--- src/hdl/fmtx_pkg.sv ---
// Constants and types of the transmit framer and Manchester encoder.
// Assumes one 200 MHz clock and a byte-wide feed from the network controller.
// Overview of operation
// - Frame opens with 62 alternating preamble bits
// - Two one bits follow as start delimiter
// - Six-byte destination, then six-byte source address
// - Two-byte length field holds true payload count
// - Data field spans 46 to 1500 bytes; the upper bound is not enforced, the length field sets it
// - Short payloads padded to 46, length unchanged
// - Four-byte CRC over addresses through data
// - Bits leave at 10 Mbit/s
// - NRZ bits merged with bit clock, Manchester
// - First half inverted, second half true data
// - Long transmission disables driver, holds off, flags
package fmtx_pkg;

    // Clock and line timing
    localparam int FMTX_CLK_PERIOD_NS = 5;
    localparam int FMTX_CLK_MHZ = 200;
    localparam int FMTX_BIT_RATE_MBPS = 10;
    localparam int FMTX_HALF_CELL = 1000 / (FMTX_BIT_RATE_MBPS * FMTX_CLK_PERIOD_NS * 2);
    localparam logic [3:0] FMTX_HALF_LAST = 4'(FMTX_HALF_CELL - 1);

    // Jabber watchdog times, in ms, and their cycle counts
    localparam int FMTX_JABBER_MS = 20;
    localparam int FMTX_HOLD_MS = 500;
    localparam int FMTX_JABBER_CYCLES = FMTX_JABBER_MS * FMTX_CLK_MHZ * 1000;
    localparam int FMTX_HOLD_CYCLES = FMTX_HOLD_MS * FMTX_CLK_MHZ * 1000;

    // Frame layout
    localparam logic [5:0] FMTX_PRE_LAST = 6'h3D;
    localparam logic [5:0] FMTX_SFD_LAST = 6'h01;
    localparam logic [3:0] FMTX_LEN_HI_IDX = 4'hC;
    localparam logic [3:0] FMTX_LEN_LO_IDX = 4'hD;
    localparam logic [10:0] FMTX_DATA_MIN = 11'h02E;
    localparam logic [10:0] FMTX_DATA_MAX = 11'h5DC;
    localparam logic [5:0] FMTX_CRC_LAST = 6'h1F;
    localparam logic [7:0] FMTX_PAD_BYTE = 8'h00;
    localparam logic [2:0] FMTX_BIT_LAST = 3'h7;

    // CRC-32, reflected form for LSB-first shifting
    localparam logic [31:0] FMTX_CRC_INIT = 32'hFFFFFFFF;
    localparam logic [31:0] FMTX_CRC_POLY = 32'hEDB88320;

    typedef enum logic [2:0] {
        FMTX_IDLE, FMTX_PRE, FMTX_SFD, FMTX_HDR, FMTX_DATA, FMTX_PAD, FMTX_CRC
    } fmtx_phase_type;

    // Line toward the transceiver
    typedef struct packed {
        logic en;
        logic data;
    } fmtx_line_type;

    // Status toward the controller
    typedef struct packed {
        logic collision;
        logic underrun;
        logic frame_done;
    } fmtx_stat_type;

    typedef struct packed {
        fmtx_phase_type st;
        logic [3:0] div;
        logic ph;
        logic [5:0] cnt;
        logic [2:0] bidx;
        logic [7:0] byte_v;
        logic [3:0] hidx;
        logic [7:0] len_hi;
        logic [10:0] len;
        logic [10:0] dcnt;
        logic [26:0] jcnt;
        logic jab;
        fmtx_line_type line;
        fmtx_stat_type stat;
    } fmtx_top_state_type;

    localparam fmtx_top_state_type FMTX_TOP_RST = '0;

endpackage

--- src/hdl/fmtx_top.sv ---
// Transmit framer: preamble, delimiter, header, padded data, CRC, Manchester.
// Assumes the controller streams destination, source, length and payload
// bytes in order, and keeps the buffer fed once a frame has started.
`timescale 1ns/10ps
module fmtx_top
    import fmtx_pkg::*;
#(
    parameter int unsigned JABBER_CYCLES = FMTX_JABBER_CYCLES,
    parameter int unsigned HOLD_CYCLES = FMTX_HOLD_CYCLES
) (
    // Clock and reset
    input wire logic clk,
    input wire logic rst,
    // Byte feed from the network controller
    input wire logic in_valid,
    output logic in_ready,
    input wire logic [7:0] in_data,
    // Encoded line toward the transceiver
    output fmtx_line_type line_out,
    // Status toward the controller
    output fmtx_stat_type status
);

    localparam logic [26:0] JAB_LAST = 27'(JABBER_CYCLES - 1);
    localparam logic [26:0] HOLD_LAST = 27'(HOLD_CYCLES - 1);

    fmtx_top_state_type s, n;
    logic buf_valid;
    logic [7:0] buf_data;
    logic pop;
    logic crc_init;
    logic crc_step;
    logic crc_drain;
    logic crc_bit;
    logic half_tick;
    logic cell_end;
    logic bit_now;
    logic fetch;

    // Two entries absorb the fetch jitter; a full buffer holds the controller off, so no byte is lost
    fmtx_buf2 u_buf (
        .clk(clk),
        .rst(rst),
        .in_valid(in_valid),
        .in_ready(in_ready),
        .in_data(in_data),
        .out_valid(buf_valid),
        .out_ready(pop),
        .out_data(buf_data)
    );

    fmtx_crc32 u_crc (
        .clk(clk),
        .rst(rst),
        .init(crc_init),
        .step(crc_step),
        .bit_in(bit_now),
        .drain(crc_drain),
        .crc_bit(crc_bit)
    );

    // Half-cell divider marks mid-cell and cell end
    assign half_tick = (s.st != FMTX_IDLE) && (s.div == FMTX_HALF_LAST);
    assign cell_end = half_tick && s.ph;
    assign line_out = s.line;
    assign status = s.stat;

    // Bit presently on the line, by frame section
    always_comb begin
        case (s.st)
            FMTX_PRE: bit_now = ~s.cnt[0];
            FMTX_SFD: bit_now = 1'b1;
            FMTX_HDR, FMTX_DATA, FMTX_PAD: bit_now = s.byte_v[s.bidx];
            FMTX_CRC: bit_now = crc_bit;
            default: bit_now = 1'b0;
        endcase
    end

    // Frame sequencer, watchdog and line register
    always_comb begin
        n = s;
        pop = 1'b0;
        fetch = 1'b0;
        crc_init = 1'b0;
        crc_step = 1'b0;
        crc_drain = 1'b0;
        n.stat.underrun = 1'b0;
        n.stat.frame_done = 1'b0;

        // Watchdog runs while sending, then times the hold-off
        if (s.st != FMTX_IDLE) begin
            if (s.jab) begin
                n.jcnt = '0;
            end else if (s.jcnt == JAB_LAST) begin
                n.jab = 1'b1;
                n.jcnt = '0;
            end else begin
                n.jcnt = s.jcnt + 27'h0000001;
            end
        end else if (s.jab) begin
            if (s.jcnt == HOLD_LAST) begin
                n.jab = 1'b0;
                n.jcnt = '0;
            end else begin
                n.jcnt = s.jcnt + 27'h0000001;
            end
        end else begin
            n.jcnt = '0;
        end

        if (s.st == FMTX_IDLE) begin
            // Start only with a byte in hand and the driver allowed
            if (buf_valid && !s.jab) begin
                n.st = FMTX_PRE;
                n.div = '0;
                n.ph = 1'b0;
                n.cnt = '0;
                crc_init = 1'b1;
            end
        end else begin
            if (half_tick) begin
                n.div = '0;
                n.ph = ~s.ph;
            end else begin
                n.div = s.div + 4'h1;
            end
        end

        if (cell_end) begin
            case (s.st)
                FMTX_PRE: begin
                    if (s.cnt == FMTX_PRE_LAST) begin
                        n.st = FMTX_SFD;
                        n.cnt = '0;
                    end else begin
                        n.cnt = s.cnt + 6'h01;
                    end
                end
                FMTX_SFD: begin
                    if (s.cnt == FMTX_SFD_LAST) begin
                        n.st = FMTX_HDR;
                        n.hidx = '0;
                        fetch = 1'b1;
                    end else begin
                        n.cnt = s.cnt + 6'h01;
                    end
                end
                FMTX_HDR: begin
                    crc_step = 1'b1;
                    if (s.bidx != FMTX_BIT_LAST) begin
                        n.bidx = s.bidx + 3'h1;
                    end else if (s.hidx == FMTX_LEN_HI_IDX) begin
                        n.len_hi = s.byte_v;
                        n.hidx = s.hidx + 4'h1;
                        fetch = 1'b1;
                    end else if (s.hidx == FMTX_LEN_LO_IDX) begin
                        // Length is sent as given; padding never alters it
                        n.len = 11'({s.len_hi, s.byte_v});
                        n.dcnt = '0;
                        if ({s.len_hi, s.byte_v} == 16'h0000) begin
                            n.st = FMTX_PAD;
                            n.byte_v = FMTX_PAD_BYTE;
                            n.bidx = '0;
                        end else begin
                            n.st = FMTX_DATA;
                            fetch = 1'b1;
                        end
                    end else begin
                        n.hidx = s.hidx + 4'h1;
                        fetch = 1'b1;
                    end
                end
                FMTX_DATA: begin
                    crc_step = 1'b1;
                    if (s.bidx != FMTX_BIT_LAST) begin
                        n.bidx = s.bidx + 3'h1;
                    end else begin
                        n.dcnt = s.dcnt + 11'h001;
                        if (s.dcnt + 11'h001 == s.len) begin
                            if (s.len < FMTX_DATA_MIN) begin
                                n.st = FMTX_PAD;
                                n.byte_v = FMTX_PAD_BYTE;
                                n.bidx = '0;
                            end else begin
                                n.st = FMTX_CRC;
                                n.cnt = '0;
                            end
                        end else begin
                            fetch = 1'b1;
                        end
                    end
                end
                FMTX_PAD: begin
                    crc_step = 1'b1;
                    if (s.bidx != FMTX_BIT_LAST) begin
                        n.bidx = s.bidx + 3'h1;
                    end else begin
                        n.dcnt = s.dcnt + 11'h001;
                        n.bidx = '0;
                        if (s.dcnt + 11'h001 == FMTX_DATA_MIN) begin
                            n.st = FMTX_CRC;
                            n.cnt = '0;
                        end
                    end
                end
                FMTX_CRC: begin
                    crc_drain = 1'b1;
                    if (s.cnt == FMTX_CRC_LAST) begin
                        n.st = FMTX_IDLE;
                        n.stat.frame_done = 1'b1;
                    end else begin
                        n.cnt = s.cnt + 6'h01;
                    end
                end
                default: begin
                    n.st = FMTX_IDLE;
                end
            endcase
        end

        // The line cannot pause, so an empty buffer aborts the frame
        if (fetch) begin
            if (buf_valid) begin
                pop = 1'b1;
                n.byte_v = buf_data;
                n.bidx = '0;
            end else begin
                n.st = FMTX_IDLE;
                n.stat.underrun = 1'b1;
            end
        end

        // One cycle of latency after the sequencer; jabber kills the driver
        n.line.en = (s.st != FMTX_IDLE) && !s.jab;
        n.line.data = n.line.en && (s.ph ? bit_now : ~bit_now);
        n.stat.collision = s.jab;
    end

    always_ff @(posedge clk) begin
        if (rst) begin
            s <= FMTX_TOP_RST;
        end else begin
            s <= n;
        end
    end

    // Idle line stays low
    a_idle_line_low: assert property (@(posedge clk) disable iff (rst)
        !line_out.en |-> !line_out.data)
        else $error("line toggles while idle");

    // Mid-cell transition
    a_mid_cell_edge: assert property (@(posedge clk) disable iff (rst)
        (half_tick && !s.ph) |-> ##2 (!line_out.en || line_out.data != $past(line_out.data)))
        else $error("missing mid-cell transition");

    // Delimiter: low then high within each cell
    a_sfd_halves: assert property (@(posedge clk) disable iff (rst)
        (s.st == FMTX_SFD) |=> (!line_out.en || line_out.data == $past(s.ph)))
        else $error("delimiter bit not a coded one");

    // Preamble length
    a_pre_length: assert property (@(posedge clk) disable iff (rst)
        (s.st == FMTX_SFD && $past(s.st) == FMTX_PRE) |-> $past(s.cnt) == FMTX_PRE_LAST)
        else $error("preamble length wrong");

    // Preamble even bits are ones, second half true
    a_pre_pattern: assert property (@(posedge clk) disable iff (rst)
        (s.st == FMTX_PRE && s.ph && !s.cnt[0]) |=> (!line_out.en || line_out.data))
        else $error("preamble pattern wrong");

    // Bit cell period
    a_cell_period: assert property (@(posedge clk) disable iff (rst)
        (cell_end && s.st == FMTX_PRE) |-> ##20 cell_end)
        else $error("bit cell not 20 cycles");

    // Header ends after fourteen bytes
    a_hdr_count: assert property (@(posedge clk) disable iff (rst)
        (s.st == FMTX_DATA && $past(s.st) == FMTX_HDR) |-> $past(s.hidx) == FMTX_LEN_LO_IDX)
        else $error("header byte count wrong");

    // Data field length bounds
    a_data_bounds: assert property (@(posedge clk) disable iff (rst)
        (s.st == FMTX_CRC && $past(s.st) != FMTX_CRC)
        |-> (s.dcnt >= FMTX_DATA_MIN && s.dcnt <= FMTX_DATA_MAX))
        else $error("data field length out of range");

    // Padding only for short payloads, length kept
    a_pad_short: assert property (@(posedge clk) disable iff (rst)
        (s.st == FMTX_PAD) |-> (s.len < FMTX_DATA_MIN && s.dcnt < FMTX_DATA_MIN) ##1 $stable(s.len))
        else $error("padding on a long payload");

    // CRC is 32 bits
    a_crc_length: assert property (@(posedge clk) disable iff (rst)
        (s.st == FMTX_IDLE && $past(s.st) == FMTX_CRC) |-> $past(s.cnt) == FMTX_CRC_LAST)
        else $error("crc length wrong");

    // Jabber silences the driver and flags collision
    a_jabber_off: assert property (@(posedge clk) disable iff (rst)
        s.jab |=> (!line_out.en && status.collision))
        else $error("driver active during jabber");

endmodule

--- src/hdl/fmtx_buf2.sv ---
// Two-entry byte buffer between the controller and the serializer.
// Assumes the draining side pops only while out_valid is high.
`timescale 1ns/10ps
module fmtx_buf2
    import fmtx_pkg::*;
(
    // Clock and reset
    input wire logic clk,
    input wire logic rst,
    // Filling side
    input wire logic in_valid,
    output logic in_ready,
    input wire logic [7:0] in_data,
    // Draining side
    output logic out_valid,
    input wire logic out_ready,
    output logic [7:0] out_data
);

    typedef struct packed {
        logic [1:0][7:0] mem;
        logic wr;
        logic rd;
        logic [1:0] cnt;
    } fmtx_buf_state_type;

    fmtx_buf_state_type s, n;
    logic push;
    logic pop;

    // Full and empty straight from the occupancy count
    assign in_ready = (s.cnt != 2'h2);
    assign out_valid = (s.cnt != 2'h0);
    assign out_data = s.mem[s.rd];
    assign push = in_valid && in_ready;
    assign pop = out_valid && out_ready;

    // Write and read pointers move independently
    always_comb begin
        n = s;
        if (push) begin
            n.mem[s.wr] = in_data;
            n.wr = ~s.wr;
        end
        if (pop) begin
            n.rd = ~s.rd;
        end
        n.cnt = s.cnt + {1'b0, push} - {1'b0, pop};
    end

    always_ff @(posedge clk) begin
        if (rst) begin
            s <= '0;
        end else begin
            s <= n;
        end
    end

endmodule

--- src/hdl/fmtx_crc32.sv ---
// Bit-serial CRC-32 generator and drain shifter.
// Assumes one step per transmitted bit, least significant bit first.
`timescale 1ns/10ps
module fmtx_crc32
    import fmtx_pkg::*;
(
    // Clock and reset
    input wire logic clk,
    input wire logic rst,
    // Control
    input wire logic init,
    input wire logic step,
    input wire logic bit_in,
    input wire logic drain,
    // Next check bit to send
    output logic crc_bit
);

    typedef struct packed {
        logic [31:0] crc;
    } fmtx_crc_state_type;

    fmtx_crc_state_type s, n;
    logic fb;

    // Check bits leave complemented, lowest first
    assign crc_bit = ~s.crc[0];
    assign fb = s.crc[0] ^ bit_in;

    // Reflected shift keeps bit order equal to the line order
    always_comb begin
        n = s;
        if (init) begin
            n.crc = FMTX_CRC_INIT;
        end else if (step) begin
            n.crc = {1'b0, s.crc[31:1]} ^ (fb ? FMTX_CRC_POLY : 32'h00000000);
        end else if (drain) begin
            n.crc = {1'b1, s.crc[31:1]};
        end
    end

    always_ff @(posedge clk) begin
        if (rst) begin
            s.crc <= FMTX_CRC_INIT;
        end else begin
            s <= n;
        end
    end

endmodule

--- config.mk ---
export PLATFORM = sky130hd
export DESIGN_NAME = fmtx_top
export DESIGN_NICKNAME = d
export VERILOG_FILES = /design/src/hdl/fmtx_pkg.sv /design/src/hdl/fmtx_top.sv /design/src/hdl/fmtx_buf2.sv /design/src/hdl/fmtx_crc32.sv
export SDC_FILE = /design/constraint.sdc
export NUM_CORES = 1
export LEC_CHECK = 0
export BUFFER_PORTS_ARGS = -buffer_cell sky130_fd_sc_hd__buf_2
export CORE_UTILIZATION = 63
export DETAILED_ROUTE_END_ITERATION = 10
export GPL_TIMING_DRIVEN = 0
export PLACE_DENSITY = 0.81
export SETUP_SLACK_MARGIN = 0.15
export SYNTH_ARGS = -nofsm -noshare
export SYNTH_HDL_FRONTEND = slang
export SYNTH_SLANG_ARGS = --single-unit
--- constraint.sdc ---
create_clock -name clk -period 3.2 [get_ports clk]
set_clock_uncertainty 0.05 [all_clocks]
set_input_delay 0.32 -clock clk [delete_from_list [all_inputs] [get_ports clk]]
set_output_delay 0.32 -clock clk [all_outputs]
set_load 0.1 [all_outputs]
* Yosys cells after proc, flatten, opt, wreduce, memory -nomap -nowiden *
Index checks and enable logic that the tools add are counted.

storage, ports and cells
  output and inout port bits = 6
  memories kept = 0
  bits of input ports = 11
  word-level logic and storage cells = 196
  register bits = 144
  memory bits (writable) = 0
  bits in read-only memories = 0
  latch bits = 0

cells by class
  multiplexer cells = 95
  bitwise logic cells = 13
  magnitude comparators = 5
  reductions and logical operators = 27
  multiply operators = 0
  divide/modulo/power cells = 0
  shift operators = 0
  equality and inequality tests = 25
  add/sub/neg operators = 8

operator list
  cell                     count
  $mux W27                 4
  $mux W32                 3
  $mux W11                 7
  $mux W3                  17
  $mux W51                 1
  $mux W6                  8
  $mux W22                 2
  $mux W42                 1
  $mux W8                  5
  $xor A31 B32 Y32         1
  $pmux W6 S5              1
  $mux W28                 1
  $add A27 B1 Y27 const B  1
  $eq A27 B22 Y1 const B   1
  $eq A27 B27 Y1 const B   1
  $mux W1                  26
  $pmux W11 S2             1
  $mux W19                 1
  $pmux W3 S6              1
  $mux W17                 1
  $bwmux W16               1
  $logic_not A16 Y1        1
  $mux W4                  4
  $pmux W8 S2              1
  other kinds (44)         82

* Logic depth before layout (Yosys ltp) *
  word-level depth = 11
  mapped depth = 15
  gate-level depth less buffers = 14

* Modules after synthesis *
Synthesis repeated with hierarchy kept, for this count alone.

unflattened totals
  cells, all modules = 922
  area, all modules = 7,713.6 um^2

modules (own cells, without submodules)
  module      seq. area each (um^2)  area an instance (um^2)  times used  cells an instance
  fmtx_top    1,841.8                5,201.2                  1           666
  fmtx_crc32  640.6                  1,353.8                  1           144
  fmtx_buf2   400.4                  1,158.6                  1           112

* Least setup slack after synthesis *
OpenSTA, ideal clock, no wires.

  kind = register -> register
  start point = reg s[33] in the netlist's numbering
  end point = reg u_buf.s[1] in the netlist's numbering
  setup time = 0.128 ns
  buffers on the path = 1
  path slack = 0.400 ns
  period minus slack after synthesis = 2.800 ns
  data required time = 3.022 ns
  cell stages (with the launch flop) = 15
  arrival = 2.623 ns
  cells stage by stage = dfxtp_1 -> ha_1 -> and3_1 -> buf_6 -> xnor2_1 -> a2111oi_4 -> nand4bb_1 -> o21ai_2 -> a21oi_2 -> ha_1 -> inv_1 -> ha_1 -> xor2_1 -> xnor2_1 -> nor2_1

between the ends
  cells in the longest elaborated chain, start to end = 9

RTL lines
  item                    line             source
  start, declared         fmtx_top.sv:27   fmtx_top_state_type s, n;
  start signal, assigned  fmtx_top.sv:243  s <= n;
  $add A11 B1 Y11         fmtx_top.sv:179  if (s.dcnt + 11'h001 == s.len) begin
  $eq A11 B11 Y1          fmtx_top.sv:179
  $mux W1                 fmtx_top.sv:179
  $mux W1                 fmtx_top.sv:175  if (s.bidx != FMTX_BIT_LAST) begin
  $pmux W1 S3             fmtx_top.sv:130  case (s.st)
  $mux W1                 fmtx_top.sv:129  if (cell_end) begin
  $mux W1                 fmtx_top.sv:222  if (fetch) begin
  $logic_and A1 B1 Y1     fmtx_buf2.sv:36  assign pop = out_valid && out_ready;
  named net u_buf.pop     fmtx_buf2.sv:29  logic pop;
  $sub A2 B1 Y2           fmtx_buf2.sv:48  n.cnt = s.cnt + {1'b0, push} - {1'b0, pop};
  end signal, assigned    fmtx_buf2.sv:55  s <= n;
  end, declared           fmtx_buf2.sv:27  fmtx_buf_state_type s, n;

The timed path passes the listed nets, and every way through them passes these cells.
A chain may end at the register's enable or synchronous reset.

* Worst setup path in the final report *
Ends and elaborated chain as after synthesis.

==> impl_metrics.sql <==
INSERT INTO impl_metrics (metric_group, metric, value, unit) VALUES
('synthesis', 'post_synth_inst_count', '842', ''),
('clock_tree', 'cts-root-buf', 'sky130_fd_sc_hd__clkbuf_8', ''),
('global_routing', 'grt_start_max_net_pins', '17', ''),
('worst_setup_path', 'path_max_fanout', '8', ''),
('sta', 'slew_headroom', '0.4035', ''),
('pwr', 'ir_drop', '548.4', 'µV'),
('finish', 'ratio_of_cells_with_drive_above_1_in_the_final_layout', '0.1136', ''),
('clock_tree', 'clock_sink_count', '144', ''),
('synthesis', 'ys.warnings.count', '0', ''),
('sta', 'final-hold-violation-count', '0', ''),
('worst_setup_path', 'cp-start-kind', 'flop', ''),
('finish', 'syn2layout_area_growth', '13.62', '%'),
('clock_tree', 'cts_tree', 'yes', ''),
('placed_design', 'gpl.final_weighted_congestion', '0.9468', ''),
('detailed_routing', 'detailedRoute.firstPassIterationCount', '6', ''),
('worst_setup_path', 'critical-path-slowest-cell', 'sky130_fd_sc_hd__dfxtp_2', ''),
('global_routing', 'grt_antenna_before_repair', '0', ''),
('sta', 'layout_worst_path_cycle_share', '0.9081', ''),
('placed_design', 'detailed_place_hpwl', '11.33', 'mm'),
('die', 'die_w', '108.1', 'µm'),
('global_routing', 'grt_first_pass_wirelength', '28.52', 'mm'),
('detailed_routing', 'drtIter0Drc', '501', ''),
('min_path', 'hold_path.class', 'input pin to flop', ''),
('synthesis', 'syn-mean-instance-area', '8.421', 'µm²'),
('die', 'start_util', '0.6512', ''),
('pwr', 'power_density', '490.3', 'nW/µm²'),
('clock_tree', 'cts_inserted_buffers', '17', ''),
('clock_tree', 'h-tree-depth', '4', ''),
('pwr', 'total_leakage_power', '3.056', 'nW'),
('global_routing', 'number_of_global_route_vias_before_repair', '6093', ''),
('clock_tree', 'clk_pin_slew_worst_paths', '0.06', 'ns'),
('detailed_routing', 'post_drt_via_cell_ratio', '6.155', ''),
('detailed_routing', 'dr_total_vias', '6389', ''),
('die', 'fp-row-count', '38', ''),
('detailed_routing', 'total_routed_length', '16.97', 'mm'),
('synthesis', 'synth_enable_flop_cells', '0', ''),
('worst_setup_path', 'timing.setup.critical_path_class', 'flop to flop', ''),
('detailed_routing', 'remaining_drc_errors', '0', ''),
('global_routing', 'grt_overflow_total', '0', ''),
('worst_setup_path', 'timing.critical_path.to_type', 'flop', ''),
('die', 'vertical_extent_of_the_die', '108.1', 'µm'),
('worst_setup_path', 'critical-path-max-stage-delay', '0.34', 'ns'),
('clock_tree', 'cts_buffer_depth', '2', ''),
('worst_setup_path', 'cp_cell_sequence', 'ha_4, and3_1, buf_6, xnor2_2, a2111oi_4, nand4bb_1, o21ai_2, a21oi_4, ha_1, inv_1, ha_2, xor2_2, xnor2_1, nor2_1', ''),
('synthesis', 'async_set_or_reset_flop_fraction_in_the_synthesized_netlist', '0', ''),
('sta', 'post_layout_min_period', '2.906', 'ns'),
('placed_design', 'numPlacedInstances', '997', ''),
('die', 'floorplan.core_area', '10890', 'µm²'),
('synthesis', 'synth_seq_area_share', '0.4066', ''),
('sta', 'setup_viol', '0', ''),
('sta', 'rsz0062_at_grt', 'no', ''),
('detailed_routing', 'routed_wire_length_per_instance', '16.35', 'µm'),
('synthesis', 'yosys_most_used_dff', 'sky130_fd_sc_hd__dfxtp_1', ''),
('sta', 'totalNegativeSetupSlack', '0', 'ns'),
('placed_design', 'io_buffers', '15', ''),
('sta', 'worst-slew-pin-transition', '0.8914', 'ns'),
('finish', 'stdcell_count', '1038', ''),
('sta', 'max_clock_freq', '344.1', 'MHz'),
('worst_setup_path', 'timing.critical_path.arrival', '3.26', 'ns'),
('job', 'max-cap-violations', '0', ''),
('finish', 'final_nets', '911', ''),
('synthesis', 'synth.ff_latch_count', '144', ''),
('sta', 'final-max-slew-violation-count', '0', ''),
('die', 'top_level_ports', '17', ''),
('synthesis', 'synthesis.nets', '867', ''),
('global_routing', 'track_usage', '0.3100', ''),
('synthesis', 'netlist-cell-type-count', '74', ''),
('detailed_routing', 'drt.antenna.violating_nets', '0', ''),
('worst_setup_path', 'worst-endpoint-required', '3.56', 'ns'),
('run_status', 'run_status', 'complete, no violations', ''),
('die', 'die-area', '11680', 'µm²'),
('clock_tree', 'insertion_delay', '0.53', 'ns'),
('finish', 'antenna_diode_instance_count', '0', ''),
('synthesis', 'post_synth_instance_area', '7091', 'µm²');
## state kept, by name, summed over array words and instances, names as in the netlist
register,cells
u_crc.s,32
status,3
s,86
u_buf.s,20
line_out,2
n,1
## area by class of cell
type,instances,area (µm²)
flip-flops and latches,144,2885
inverters,19,71.32
clock buffers,20,445.4
well taps,140,175.2
fillers,809,2831
clock inverters,11,107.6
plain buffers,49,255.2
multi-input cells,630,3946
repair buffers,25,170.2
## layer usage
metal	wire length [µm]	part of all wire	track usage
met3	912	0.054	0.07052
met1	7267	0.43	0.3643
met5	0	0	0
met4	352	0.021	0.1262
met2	8437	0.50	0.5428
## where the power goes
| part | switching, W | total (W) | internal [W] |
|---|---|---|---|
| Clock | 0.000761 | 0.00184 | 0.00107 |
| Sequential | 0.0000198 | 0.00184 | 0.00182 |
| Combinational | 0.000187 | 0.000273 | 0.0000856 |
## cell usage in the layout, fill, tap and decap left out, types with 9 or more instances in the layout
| master | n |
|---|---|
| sky130_fd_sc_hd__clkbuf_16 | 16 |
| sky130_fd_sc_hd__o21ai_1 | 10 |
| sky130_fd_sc_hd__nor2_1 | 130 |
| sky130_fd_sc_hd__xnor2_1 | 23 |
| sky130_fd_sc_hd__or3_1 | 9 |
| sky130_fd_sc_hd__dfxtp_1 | 142 |
| sky130_fd_sc_hd__xor2_1 | 23 |
| sky130_fd_sc_hd__nand2_1 | 102 |
| sky130_fd_sc_hd__nand4_1 | 15 |
| sky130_fd_sc_hd__o21ai_0 | 18 |
| sky130_fd_sc_hd__o2111ai_1 | 12 |
| sky130_fd_sc_hd__a21oi_1 | 35 |
| sky130_fd_sc_hd__clkbuf_1 | 23 |
| sky130_fd_sc_hd__ha_1 | 12 |
| sky130_fd_sc_hd__inv_1 | 18 |
| sky130_fd_sc_hd__nand3_1 | 46 |
| sky130_fd_sc_hd__buf_2 | 25 |
| sky130_fd_sc_hd__buf_4 | 9 |
| sky130_fd_sc_hd__nor4_1 | 11 |
| sky130_fd_sc_hd__nor3_1 | 17 |
| sky130_fd_sc_hd__mux2i_1 | 45 |
| sky130_fd_sc_hd__and3_1 | 11 |
## cells by family (layout without fill, tap and decap cells)
logic type	after synthesis	count (layout)	synth area share
buf+inv	68	124	0.04517
flops	144	144	0.4066
mux	47	47	0.06988
xor+xnor	49	49	0.06158
compound gates	132	132	0.1276
fa+ha+maj	14	14	0.02470
simple gates	388	388	0.2645
## timing repair
action / in CTS / in global routing
setup buffers: 2 / 0
pin swaps: 3 / 6
hold buffers: 8 / 0
endpoints found under the setup margin: 1 / 1
hold endpoints to repair: 15 / 0
gates resized for setup: 8 / 5
## final timing paths
path                                  from  depth (start not counted)  slack (ns)    endpoint
worst min-delay path              in_valid                          4        0.13  u_buf.s[3]
worst max-delay path                 s[33]                         14        0.29  u_buf.s[1]
worst min register to register  u_crc.s[4]                          2        0.42  u_crc.s[3]
worst max register to register       s[33]                         14        0.29  u_buf.s[1]
## per-stage QoR
step / cell area (µm²) / util / power (W) / hold WS, ns / setup slack (ns)
final: 8056 / 0.7399 / 0.003950 / 0.1340 / 0.2941
after global routing: 8056 / 0.7399 / 0.004076 / 0.1344 / 0.1368
after CTS: 8023 / 0.7368 / 0.003966 / 0.09832 / 0.1959
after detailed placement: 7341 / 0.6742 / 0.002132 / 0.4057 / 0.04992
after global placement: 7341 / 0.6742 / 0.002121 / 0.3976 / 0.1677
after floorplan: 7091 / - / 0.002066 / 0.3904 / 0.3999
## worst max-delay path, delay by kind of cell, from the launching register on
kind / cells / cell delay [ns]
AO/OA/AOI/OAI: 3 / 0.68
XOR/XNOR: 3 / 0.43
adder cells (fa/ha/maj): 3 / 0.66
buffers and inverters: 2 / 0.20
flip-flops: 1 / 0.34
AND/OR/NAND/NOR: 3 / 0.40
## cells in the mapped netlist, types with 4 or more instances
master / n / area, µm²
sky130_fd_sc_hd__and2_1: 4 / 25.02
sky130_fd_sc_hd__o2111ai_1: 12 / 105.1
sky130_fd_sc_hd__o22ai_1: 4 / 25.02
sky130_fd_sc_hd__buf_2: 11 / 55.05
sky130_fd_sc_hd__a21o_1: 4 / 30.03
sky130_fd_sc_hd__or4_1: 5 / 37.54
sky130_fd_sc_hd__a22oi_1: 4 / 30.03
sky130_fd_sc_hd__inv_1: 18 / 67.56
sky130_fd_sc_hd__dfxtp_1: 144 / 2883
sky130_fd_sc_hd__clkbuf_1: 22 / 82.58
sky130_fd_sc_hd__nor4_1: 11 / 68.82
sky130_fd_sc_hd__nand3_1: 47 / 235.2
sky130_fd_sc_hd__ha_1: 14 / 175.2
sky130_fd_sc_hd__nor2b_1: 8 / 50.05
sky130_fd_sc_hd__xnor2_1: 24 / 210.2
sky130_fd_sc_hd__a31oi_1: 7 / 43.79
sky130_fd_sc_hd__buf_4: 7 / 52.55
sky130_fd_sc_hd__o2bb2ai_1: 8 / 70.07
sky130_fd_sc_hd__or3_1: 9 / 56.30
sky130_fd_sc_hd__nor2_1: 130 / 488.0
sky130_fd_sc_hd__buf_1: 4 / 15.01
sky130_fd_sc_hd__nand2_1: 102 / 382.9
sky130_fd_sc_hd__nand4_1: 15 / 93.84
sky130_fd_sc_hd__and3_1: 11 / 68.82
sky130_fd_sc_hd__o21ai_0: 18 / 90.09
sky130_fd_sc_hd__o21ai_1: 10 / 50.05
sky130_fd_sc_hd__mux2i_1: 45 / 450.4
sky130_fd_sc_hd__xor2_1: 24 / 210.2
sky130_fd_sc_hd__a21oi_1: 35 / 175.2
sky130_fd_sc_hd__nor3_1: 17 / 85.08
Note: power is estimated with default switching activity, not from simulation.
